### config.mk
export PLATFORM = sky130hd
export DESIGN_NAME = tpwm_core
export DESIGN_NICKNAME = d
export VERILOG_FILES = /design/src/verilog/tpwm_pkg.sv /design/src/verilog/tpwm_core.sv /design/src/verilog/tpwm_prescale.sv
export SDC_FILE = /design/constraint.sdc
export NUM_CORES = 1
export LEC_CHECK = 0
export BUFFER_PORTS_ARGS = -buffer_cell sky130_fd_sc_hd__clkbuf_2
export CORE_AREA = 2 2 110 112
export DETAILED_ROUTE_END_ITERATION = 8
export DIE_AREA = 0 0 112 114
export GPL_ROUTABILITY_DRIVEN = 0
export MAX_ROUTING_LAYER = met4
export PLACE_DENSITY = 0.7
export RECOVER_POWER = 100
export SYNTH_ARGS = -nofsm -noshare
export SYNTH_HDL_FRONTEND = slang
export SYNTH_SLANG_ARGS = --single-unit
export TNS_END_PERCENT = 50
### constraint.sdc
create_clock -name clk_i -period 2.56 [get_ports clk_i]
set_clock_uncertainty 0.15 [all_clocks]
set_input_delay 0.512 -clock clk_i [delete_from_list [all_inputs] [get_ports clk_i]]
set_output_delay 0.512 -clock clk_i [all_outputs]
set_load 0.01 [all_outputs]
### src/verilog/tpwm_pkg.sv
// register map, field positions, reset values and codes of the pwm timer
package tpwm_pkg;
  localparam int ADDR_W = 8;
  localparam int DATA_W = 32;
  localparam int CNT_W = 16;
  localparam int DIV_W = 5;

  // register byte offsets, one aligned word each
  localparam logic [ADDR_W-1:0] OFF_GATE = 8'h00;
  localparam logic [ADDR_W-1:0] OFF_MODE = 8'h04;
  localparam logic [ADDR_W-1:0] OFF_MASK = 8'h08;
  localparam logic [ADDR_W-1:0] OFF_REQ = 8'h0C;
  localparam logic [ADDR_W-1:0] OFF_CNTCTL = 8'h10;
  localparam logic [ADDR_W-1:0] OFF_CMPA = 8'h14;
  localparam logic [ADDR_W-1:0] OFF_CMPB = 8'h18;
  localparam logic [ADDR_W-1:0] OFF_BUFB = 8'h1C;
  localparam logic [ADDR_W-1:0] OFF_IOCTL = 8'h20;
  localparam logic [ADDR_W-1:0] OFF_COUNT = 8'h24;

  // field positions
  localparam int GATE_BIT = 6;
  localparam int RUN_BIT = 7;
  localparam int PHASE_BIT = 1;
  localparam int PWM_BIT = 0;
  localparam int MASK_BIT = 3;
  localparam int PEND_BIT = 3;
  localparam int CLR_HI = 6;
  localparam int CLR_LO = 5;
  localparam int SRC_HI = 2;
  localparam int SRC_LO = 0;
  localparam int BUFB_BIT = 7;

  // reset values
  localparam logic MASK_RST = 1'b1;
  localparam logic PWM_INIT = 1'b0;
  localparam logic [CNT_W-1:0] CMP_RST = 16'hFFFF;
  localparam logic [CNT_W-1:0] CNT_RST = 16'h0000;
  localparam logic [2:0] SRC_RST = 3'h0;

  // counter clear sources, in field encoding order
  typedef enum logic [1:0] {TPWM_CLR_NONE, TPWM_CLR_A, TPWM_CLR_B, TPWM_CLR_RSVD} tpwm_clr_t;

  // count source codes
  localparam logic [2:0] SRC_DIV1 = 3'h0;
  localparam logic [2:0] SRC_DIV2 = 3'h1;
  localparam logic [2:0] SRC_DIV4 = 3'h2;
  localparam logic [2:0] SRC_DIV8 = 3'h3;
  localparam logic [2:0] SRC_DIV32 = 3'h4;
  localparam logic [2:0] SRC_EXTA = 3'h5;
  localparam logic [2:0] SRC_RSVD = 3'h6;
  localparam logic [2:0] SRC_EXTB = 3'h7;
endpackage

### src/verilog/tpwm_core.sv
// 16-bit pwm timer with clock gate, clear select, compare buffer and wishbone slave
// How it works
// - gate bit low: timer held in reset and its register writes ignored
// - gate bit high: timer clocked, registers readable and writable
// - run bit starts counting; clearing it stops and, in pwm mode, restores pwm initial level
// - mask bit high blocks the interrupt output, low lets it through
// - pending flag is set by a timer event, cleared by writing 0
// - clear select: none, match a, match b, reserved
// - source select: clock divided 1,2,4,8,32, external a or b; 6 reserved
// - compare registers a and b are 16 bits, meaning set by mode
// - in pwm mode a sets the period, b the level change point
// - pwm pin goes high on match a and low on match b
// - mode bit 0 selects pwm mode when 1, plain timer when 0
// - with buffering on, buffer b loads compare b at each match b
// - phase select 0: counter counts the selected count source
`timescale 1ns/1ps
`default_nettype none
module tpwm_core (
  input wire logic clk_i,                               // 25 MHz system clock
  input wire logic rst_i,                               // sync reset, high
  input wire logic wb_cyc_i,                            // wishbone cycle
  input wire logic wb_stb_i,                            // wishbone strobe
  input wire logic wb_we_i,                             // wishbone write
  input wire logic [tpwm_pkg::ADDR_W-1:0] wb_adr_i,     // byte address
  input wire logic [3:0] wb_sel_i,                      // byte lanes
  input wire logic [tpwm_pkg::DATA_W-1:0] wb_dat_i,     // write data
  output logic [tpwm_pkg::DATA_W-1:0] wb_dat_o,         // read data, registered
  output logic wb_ack_o,                                // acknowledge, registered
  input wire logic ext_clock_a_i,                       // external count clock a
  input wire logic ext_clock_b_i,                       // external count clock b
  output logic pwm_out_pin_o,                           // pwm output, registered
  output logic timer_irq_o                              // masked timer request
);
  import tpwm_pkg::*;

  logic ack_q, ack_d;
  logic [DATA_W-1:0] rdat_q, rdat_d;
  logic timer_clock_gate_q, timer_clock_gate_d;
  logic count_run_q, count_run_d;
  logic phase_count_select_q, phase_count_select_d;
  logic pwm_mode_select_q, pwm_mode_select_d;
  logic timer_irq_mask_q, timer_irq_mask_d;
  logic timer_irq_pending_q, timer_irq_pending_d;
  tpwm_clr_t clear_select_q, clear_select_d;
  logic [2:0] source_select_q, source_select_d;
  logic buffer_b_enable_q, buffer_b_enable_d;
  logic [CNT_W-1:0] compare_a_q, compare_a_d;
  logic [CNT_W-1:0] compare_b_q, compare_b_d;
  logic [CNT_W-1:0] buffer_b_q, buffer_b_d;
  logic [CNT_W-1:0] main_counter_q, main_counter_d;
  logic pwm_q, pwm_d;
  logic timer_rst;
  logic tick;
  logic step;
  logic match_a;
  logic match_b;
  logic wr;
  logic wr_lo;
  logic wr_hi;
  logic timer_wr;

  // merge a 16-bit register with the enabled write lanes
  function automatic logic [CNT_W-1:0] lane16(input logic [CNT_W-1:0] old, input logic [DATA_W-1:0] d,
                                             input logic [3:0] sel);
    logic [CNT_W-1:0] r;
    r = old;
    if (sel[0]) begin
      r[7:0] = d[7:0];
    end
    if (sel[1]) begin
      r[15:8] = d[15:8];
    end
    return r;
  endfunction

  // gate low holds the whole timer in reset
  assign timer_rst = rst_i | ~timer_clock_gate_q;

  tpwm_prescale u_prescale (
    .clk_i(clk_i),
    .rst_i(timer_rst),
    .src_sel_i(source_select_q),
    .ext_clock_a_i(ext_clock_a_i),
    .ext_clock_b_i(ext_clock_b_i),
    .tick_o(tick)
  );

  // writes land on the edge that carries the ack, as the master samples it
  assign wr = wb_cyc_i & wb_stb_i & wb_we_i & ack_q;
  assign wr_lo = wr & wb_sel_i[0];
  assign wr_hi = wr & wb_sel_i[1];
  // timer registers refuse writes while the gate is low
  assign timer_wr = timer_clock_gate_q;

  // phase counting is not built; with it selected the counter holds
  assign step = count_run_q & tick & ~phase_count_select_q;
  assign match_a = step & (main_counter_q == compare_a_q);
  assign match_b = step & (main_counter_q == compare_b_q);

  // bus answer: ack one cycle after the request, dropped the cycle after
  always_comb begin
    ack_d = wb_cyc_i & wb_stb_i & ~ack_q;
    rdat_d = rdat_q;
    if (ack_d) begin
      rdat_d = '0;
      unique case (wb_adr_i)
        OFF_GATE: rdat_d[GATE_BIT] = timer_clock_gate_q;
        OFF_MODE: begin
          rdat_d[RUN_BIT] = count_run_q;
          rdat_d[PHASE_BIT] = phase_count_select_q;
          rdat_d[PWM_BIT] = pwm_mode_select_q;
        end
        OFF_MASK: rdat_d[MASK_BIT] = timer_irq_mask_q;
        OFF_REQ: rdat_d[PEND_BIT] = timer_irq_pending_q;
        OFF_CNTCTL: begin
          rdat_d[CLR_HI:CLR_LO] = clear_select_q;
          rdat_d[SRC_HI:SRC_LO] = source_select_q;
        end
        OFF_CMPA: rdat_d[CNT_W-1:0] = compare_a_q;
        OFF_CMPB: rdat_d[CNT_W-1:0] = compare_b_q;
        OFF_BUFB: rdat_d[CNT_W-1:0] = buffer_b_q;
        OFF_IOCTL: rdat_d[BUFB_BIT] = buffer_b_enable_q;
        OFF_COUNT: rdat_d[CNT_W-1:0] = main_counter_q;
        default: rdat_d = '0;
      endcase
    end
  end

  always_ff @(posedge clk_i) begin
    if (rst_i) begin
      ack_q <= 1'b0;
      rdat_q <= '0;
    end else begin
      ack_q <= ack_d;
      rdat_q <= rdat_d;
    end
  end

  assign wb_ack_o = ack_q;
  assign wb_dat_o = rdat_q;

  // gate and interrupt controller bits live outside the gated timer
  always_comb begin
    timer_clock_gate_d = timer_clock_gate_q;
    timer_irq_mask_d = timer_irq_mask_q;
    timer_irq_pending_d = timer_irq_pending_q;
    // gate bit enables clock and access
    if (wr_lo && wb_adr_i == OFF_GATE) begin
      timer_clock_gate_d = wb_dat_i[GATE_BIT];
    end
    if (wr_lo && wb_adr_i == OFF_MASK) begin
      timer_irq_mask_d = wb_dat_i[MASK_BIT];
    end
    // write 0 clears; a same-cycle event still sets it
    if (wr_lo && wb_adr_i == OFF_REQ && !wb_dat_i[PEND_BIT]) begin
      timer_irq_pending_d = 1'b0;
    end
    if (match_a) begin
      timer_irq_pending_d = 1'b1;
    end
  end

  always_ff @(posedge clk_i) begin
    if (rst_i) begin
      timer_clock_gate_q <= 1'b0;
      timer_irq_mask_q <= MASK_RST;
      timer_irq_pending_q <= 1'b0;
    end else begin
      timer_clock_gate_q <= timer_clock_gate_d;
      timer_irq_mask_q <= timer_irq_mask_d;
      timer_irq_pending_q <= timer_irq_pending_d;
    end
  end

  // mask gates the request onto the output
  assign timer_irq_o = timer_irq_pending_q & ~timer_irq_mask_q;

  // timer registers, counter and pwm level
  always_comb begin
    count_run_d = count_run_q;
    phase_count_select_d = phase_count_select_q;
    pwm_mode_select_d = pwm_mode_select_q;
    clear_select_d = clear_select_q;
    source_select_d = source_select_q;
    buffer_b_enable_d = buffer_b_enable_q;
    compare_a_d = compare_a_q;
    compare_b_d = compare_b_q;
    buffer_b_d = buffer_b_q;
    main_counter_d = main_counter_q;
    pwm_d = pwm_q;
    // step once per tick, restart after the chosen clear match
    if (step) begin
      main_counter_d = main_counter_q + 16'h0001;
    end
    // clear source select; the reserved code clears nothing
    unique case (clear_select_q)
      TPWM_CLR_A: if (match_a) main_counter_d = CNT_RST;
      TPWM_CLR_B: if (match_b) main_counter_d = CNT_RST;
      TPWM_CLR_NONE, TPWM_CLR_RSVD: ;
    endcase
    // buffered compare b reload at match b
    if (buffer_b_enable_q && match_b) begin
      compare_b_d = buffer_b_q;
    end
    // a marks the period start, b the change point
    // high on match a, low on match b; b wins if both hit
    if (pwm_mode_select_q) begin
      if (match_a) begin
        pwm_d = 1'b1;
      end
      if (match_b) begin
        pwm_d = 1'b0;
      end
    end
    // stopped in pwm mode returns the pin to its initial level
    if (!count_run_q && pwm_mode_select_q) begin
      pwm_d = PWM_INIT;
    end
    // register writes; a software write to compare b beats the reload
    if (timer_wr) begin
      if (wr_lo && wb_adr_i == OFF_MODE) begin
        count_run_d = wb_dat_i[RUN_BIT];
        phase_count_select_d = wb_dat_i[PHASE_BIT];
        pwm_mode_select_d = wb_dat_i[PWM_BIT];
      end
      if (wr_lo && wb_adr_i == OFF_CNTCTL) begin
        clear_select_d = tpwm_clr_t'(wb_dat_i[CLR_HI:CLR_LO]);
        source_select_d = wb_dat_i[SRC_HI:SRC_LO];
      end
      if (wr_lo && wb_adr_i == OFF_IOCTL) begin
        buffer_b_enable_d = wb_dat_i[BUFB_BIT];
      end
      if ((wr_lo || wr_hi) && wb_adr_i == OFF_CMPA) begin
        compare_a_d = lane16(compare_a_q, wb_dat_i, wb_sel_i);
      end
      if ((wr_lo || wr_hi) && wb_adr_i == OFF_CMPB) begin
        compare_b_d = lane16(compare_b_q, wb_dat_i, wb_sel_i);
      end
      if ((wr_lo || wr_hi) && wb_adr_i == OFF_BUFB) begin
        buffer_b_d = lane16(buffer_b_q, wb_dat_i, wb_sel_i);
      end
    end
  end

  always_ff @(posedge clk_i) begin
    if (timer_rst) begin
      count_run_q <= 1'b0;
      phase_count_select_q <= 1'b0;
      pwm_mode_select_q <= 1'b0;
      clear_select_q <= TPWM_CLR_NONE;
      source_select_q <= SRC_RST;
      buffer_b_enable_q <= 1'b0;
      compare_a_q <= CMP_RST;
      compare_b_q <= CMP_RST;
      buffer_b_q <= CMP_RST;
      main_counter_q <= CNT_RST;
      pwm_q <= PWM_INIT;
    end else begin
      count_run_q <= count_run_d;
      phase_count_select_q <= phase_count_select_d;
      pwm_mode_select_q <= pwm_mode_select_d;
      clear_select_q <= clear_select_d;
      source_select_q <= source_select_d;
      buffer_b_enable_q <= buffer_b_enable_d;
      compare_a_q <= compare_a_d;
      compare_b_q <= compare_b_d;
      buffer_b_q <= buffer_b_d;
      main_counter_q <= main_counter_d;
      pwm_q <= pwm_d;
    end
  end

  assign pwm_out_pin_o = pwm_q;
endmodule
`default_nettype wire

### src/verilog/tpwm_prescale.sv
// count source selector: system clock divider and synchronised external clocks
`timescale 1ns/1ps
`default_nettype none
module tpwm_prescale (
  input wire logic clk_i,                       // system clock
  input wire logic rst_i,                       // timer reset, sync, high
  input wire logic [2:0] src_sel_i,             // count source code
  input wire logic ext_clock_a_i,               // external clock a pin
  input wire logic ext_clock_b_i,               // external clock b pin
  output logic tick_o                           // one-cycle count tick
);
  import tpwm_pkg::*;

  logic [DIV_W-1:0] div_q, div_d;
  logic [1:0] sa_q, sa_d, sb_q, sb_d;
  logic pa_q, pa_d, pb_q, pb_d;

  // divider and two-flop synchronisers; only the second stage feeds edge logic
  always_comb begin
    div_d = div_q + 5'h01;
    sa_d = {sa_q[0], ext_clock_a_i};
    sb_d = {sb_q[0], ext_clock_b_i};
    pa_d = sa_q[1];
    pb_d = sb_q[1];
  end

  always_ff @(posedge clk_i) begin
    if (rst_i) begin
      div_q <= 5'h00;
      sa_q <= 2'h0;
      sb_q <= 2'h0;
      pa_q <= 1'b0;
      pb_q <= 1'b0;
    end else begin
      div_q <= div_d;
      sa_q <= sa_d;
      sb_q <= sb_d;
      pa_q <= pa_d;
      pb_q <= pb_d;
    end
  end

  // tick select; the reserved code never ticks so the counter holds
  always_comb begin
    unique case (src_sel_i)
      SRC_DIV1: tick_o = 1'b1;
      SRC_DIV2: tick_o = div_q[0];
      SRC_DIV4: tick_o = &div_q[1:0];
      SRC_DIV8: tick_o = &div_q[2:0];
      SRC_DIV32: tick_o = &div_q;
      SRC_EXTA: tick_o = sa_q[1] & ~pa_q;
      SRC_RSVD: tick_o = 1'b0;
      SRC_EXTB: tick_o = sb_q[1] & ~pb_q;
    endcase
  end
endmodule
`default_nettype wire

==> results_tabular.tex <==
\begin{tabular}{lr}
\hline
Metric & Value \\
\hline
\multicolumn{2}{l}{\textbf{Global route}} \\
GRT Total Usage & 24.1\% \\
First-pass GRT wire length & 23700 um \\
Largest net degree at the start of global routing & 43 \\
Via count of the first global-routing pass & 4530 \\
Antenna violations before repair & 0 \\
Total gr overflow & 0 \\
\multicolumn{2}{l}{\textbf{Logic synthesis}} \\
Proportion of synthesized chip area in sequential cells & 39.2\% \\
Yosys warnings & 0 \\
Most instantiated cells after synthesis & sky130\_fd\_sc\_hd\_\_dfxtp\_1 (105), sky130\_fd\_sc\_hd\_\_nand2\_1 (92), sky130\_fd\_sc\_hd\_\_nor2\_1 (52), sky130\_fd\_sc\_hd\_\_nand3\_1 (49) \\
Adder-Cell Fraction of Synth Area & 1.40\% \\
Area share of xor/xnor cells in the synthesized design & 7.83\% \\
Area fraction in and, or, nand and nor cells after synthesis & 25.1\% \\
Post-synth EDFFs & 0 \\
Complex-gate fraction of the synthesized area & 11.4\% \\
Mux share of post-synthesis cell area & 8.62\% \\
Number of cells produced by synthesis & 627 \\
Most instantiated library cell after synthesis & sky130\_fd\_sc\_hd\_\_dfxtp\_1 \\
Combinational family with the most area after synthesis & simple AND/OR/NAND/NOR gates \\
Ys async rst share & 0\% \\
Post-Synthesis Cell Area & 5370 sq um \\
Top cells by area, synth & sky130\_fd\_sc\_hd\_\_dfxtp\_1 (39\%), sky130\_fd\_sc\_hd\_\_mux2i\_1 (8.2\%), sky130\_fd\_sc\_hd\_\_xnor2\_1 (7.2\%) \\
Synth Area per Inst & 8.56 sq um \\
Biggest area consumer among synthesized cells & sky130\_fd\_sc\_hd\_\_dfxtp\_1 \\
Post-synth top flop & sky130\_fd\_sc\_hd\_\_dfxtp\_1 \\
Number of synthesized register bits & 105 \\
Area fraction of the dominant cell type after synthesis & 39.2\% \\
Number of distinct standard cells referenced by the synthesized netlist & 50 \\
\multicolumn{2}{l}{\textbf{Die}} \\
Initial Util & 45.8\% \\
Area enclosed by the die boundary & 12800 sq um \\
Top-level I/O count & 86 \\
Core region area & 11700 sq um \\
Number of placement rows & 40 \\
Floorplan die width & 112 um \\
Die height & 114 um \\
\multicolumn{2}{l}{\textbf{Detailed routing}} \\
Total Routed Length & 14900 um \\
First-pass DRT Iterations & 6 \\
Via count & 4851 \\
Routed length per placed instance & 18.1 um \\
Detailed-route vias per instance & 5.92 \\
DRC violation count after routing & 0 \\
Violation count after the first detailed-route iteration & 511 \\
Antenna-violating nets left & 0 \\
\multicolumn{2}{l}{\textbf{Critical path}} \\
Cells along the critical path & xnor2\_1 -> nand4\_1 -> nor4\_2 -> nand4\_2 -> buf\_12 -> mux2i\_1 -> a22oi\_1 \\
Register-to-Register Path Depth & 7 \\
Crit-path max FO & 16 \\
Critical path class & reg2reg \\
Largest incremental delay on the critical path & 0.54 ns \\
Worst Setup Start Kind & flop \\
Crit path max-delay cell type & sky130\_fd\_sc\_hd\_\_dfxtp\_1 \\
Critical path data arrival time & 2.50 ns \\
Setup crit end kind & flop \\
Critical Path RT & 2.61 ns \\
\multicolumn{2}{l}{\textbf{Min path}} \\
Type of the most critical hold path & in2reg \\
WHS Path Cells & 2 \\
\multicolumn{2}{l}{\textbf{Finish}} \\
Multi-input gate area & 3000 sq um \\
Net count of the finished layout & 725 \\
Summed area of non-filler cells in the final layout & 6070 sq um \\
Count of fill cells added during filler insertion & 1113 \\
Synthesis-to-layout area growth & 13.1\% \\
Sequential Area & 2100 sq um \\
Proportion of layout cells with a drive suffix above 1 & 12.3\% \\
\# diodes & 0 \\
\multicolumn{2}{l}{\textbf{Clock tree}} \\
Clock sink total & 105 \\
Worst skew pair latency & 0.35 ns \\
Root Driver & sky130\_fd\_sc\_hd\_\_clkbuf\_16 \\
Number of buffers inserted during clock tree synthesis & 9 \\
Max Buffers Root-to-Sink & 2 \\
CTS clk-pin slew, worst paths & 0.07 ns \\
TritonCTS clock tree & built \\
Clock H-tree levels & 3 \\
CTS Hold Bufs & 0 \\
\multicolumn{2}{l}{\textbf{Placement}} \\
Buffers on Ports & 51 \\
Standard cell area after detailed placement & 5790 sq um \\
Detail Placement HPWL & 10900 um \\
\multicolumn{2}{l}{\textbf{Timing}} \\
Share of the cycle needed by the critical path after routing & 95.8\% \\
Final-report max-slew violation count & 0 \\
Fmax achieved & 408 MHz \\
Number of endpoints failing setup at the final stage & 0 \\
Remaining max-slew budget at the tightest pin & 36.7\% \\
Number of failing hold endpoints at the final stage & 0 \\
Slew at the pin with the worst max-slew slack & 0.950 ns \\
Post-route minimum period & 2.45 ns \\
Post-Route Setup TNS & 0 ns \\
Worst-case hold slack & 0.210 ns \\
\multicolumn{2}{l}{\textbf{Pwr}} \\
Final Total Pwr & 3.20 mW \\
Peak supply drop & 0.000295 V \\
Static power due to leakage & 2.42 nW \\
Power per cell area & 527 nW/um\^{}2 \\
\multicolumn{2}{l}{\textbf{Job}} \\
Max-cap violations & 0 \\
\multicolumn{2}{l}{\textbf{Outcome}} \\
Run status & complete, no violations \\
\hline
\end{tabular}
what timing repair did:
action / 4_1_cts / 5_1_grt
setup endpoints to repair: 0 / 32
gates resized for setup: 0 / 7
setup buffers: 0 / 1
routing by layer:
| metal | global-route usage [%] | up-vias | part of all wire [%] |
|---|---|---|---|
| met5 | - | - | 0 |
| met4 | 7.89 | 0 | 1.9 |
| met3 | 4.36 | 25 | 9.1 |
| met2 | 37.5 | 235 | 47 |
| met1 | 31.9 | 2327 | 42 |
| li1 | - | 2264 | - |
worst max-delay path, delay by kind of cell (launching register included):
family                    cells  cell delay [ns]
AOI/OAI and AO/OA             1             0.10
DFF                           1             0.54
buffers and inverters         1             0.22
muxes                         1             0.16
xor gates and xnor gates      1             0.21
and+or+nand+nor               3             0.91
per-stage QoR:
stage          setup slack [ns]  instances  util, %
6_report                  0.108        820     51.8
5_1_grt                 -0.0227        820     51.8
4_1_cts                  0.0659        819     52.0
3_5_place_dp             0.0295        803     49.4
3_3_place_gp             0.0967        803     49.4
2_1_floorplan             0.134        642        -
final cells by class:
cell class | instances | area share [%]
flip-flops and latches | 105 | 34.6
clock buffers | 10 | 3.94
clock inverters | 6 | 1.07
repair buffers | 79 | 7.61
well taps | 147 | 3.03
inverters | 4 | 0.247
multi-input cells | 469 | 49.5
registers in the layout (all words and copies together) (netlist names), 2 cells and up:
signal and count:
u_prescale.sa_q 2, compare_a_q 16, wb_dat_o 16, compare_b_q 16
u_prescale.div_q 5, source_select_q 3, buffer_b_q 16, main_counter_q 16
clear_select_q 2, u_prescale.sb_q 2
cells by family (layout without fill, tap and decap cells):
logic type                 Yosys count  after routing
buffers and inverters               68             99
xor gates and xnor gates            48             48
adders and majority gates            6              6
DFF                                105            105
muxes                               46             46
AOI/OAI and AO/OA                   77             77
other                                1             16
and+or+nand+nor                    276            276
cells in the final DEF, fill, tap and decap left out, types with 5 or more instances in the layout:
| cell | Yosys | final |
|---|---|---|
| sky130_fd_sc_hd__dfxtp_1 | 105 | 105 |
| sky130_fd_sc_hd__nand2_1 | 92 | 92 |
| sky130_fd_sc_hd__nor2_1 | 52 | 52 |
| sky130_fd_sc_hd__nand3_1 | 49 | 49 |
| sky130_fd_sc_hd__xnor2_1 | 44 | 44 |
| sky130_fd_sc_hd__mux2i_1 | 44 | 44 |
| sky130_fd_sc_hd__a22oi_1 | 33 | 33 |
| sky130_fd_sc_hd__clkbuf_2 | 2 | 32 |
| sky130_fd_sc_hd__clkbuf_1 | 32 | 27 |
| sky130_fd_sc_hd__conb_1 | 1 | 16 |
| sky130_fd_sc_hd__buf_4 | 16 | 16 |
| sky130_fd_sc_hd__nand4_1 | 15 | 15 |
| sky130_fd_sc_hd__nor3_1 | 13 | 14 |
| sky130_fd_sc_hd__and3_1 | 13 | 13 |
| sky130_fd_sc_hd__a222oi_1 | 10 | 10 |
| sky130_fd_sc_hd__clkbuf_16 | 0 | 9 |
| sky130_fd_sc_hd__o21ai_0 | 8 | 8 |
| sky130_fd_sc_hd__and2_1 | 11 | 7 |
| sky130_fd_sc_hd__nor2b_1 | 5 | 5 |
| sky130_fd_sc_hd__nand2b_1 | 5 | 5 |
| sky130_fd_sc_hd__a221oi_1 | 5 | 5 |
| sky130_fd_sc_hd__ha_1 | 6 | 5 |
where the power goes:
part | leakage, nW | total (mW) | switching [mW] | internal (mW)
registers | 0.849 | 1.64 | 0.00422 | 1.64
clock network | 0.149 | 1.41 | 0.622 | 0.787
logic | 1.42 | 0.147 | 0.0958 | 0.0516
total | 2.42 | 3.20 | 0.722 | 2.48
worst paths after layout:
path,start,end,slack (ns)
setup reg to reg,main_counter_q[8],compare_b_q[10],0.11
hold / removal,ext_clock_a_i,u_prescale.sa_q[0],0.21
hold reg to reg,u_prescale.sa_q[0],u_prescale.sa_q[1],0.29
setup / recovery,main_counter_q[8],compare_b_q[10],0.11
No activity file was read; power rests on OpenSTA's default activity.
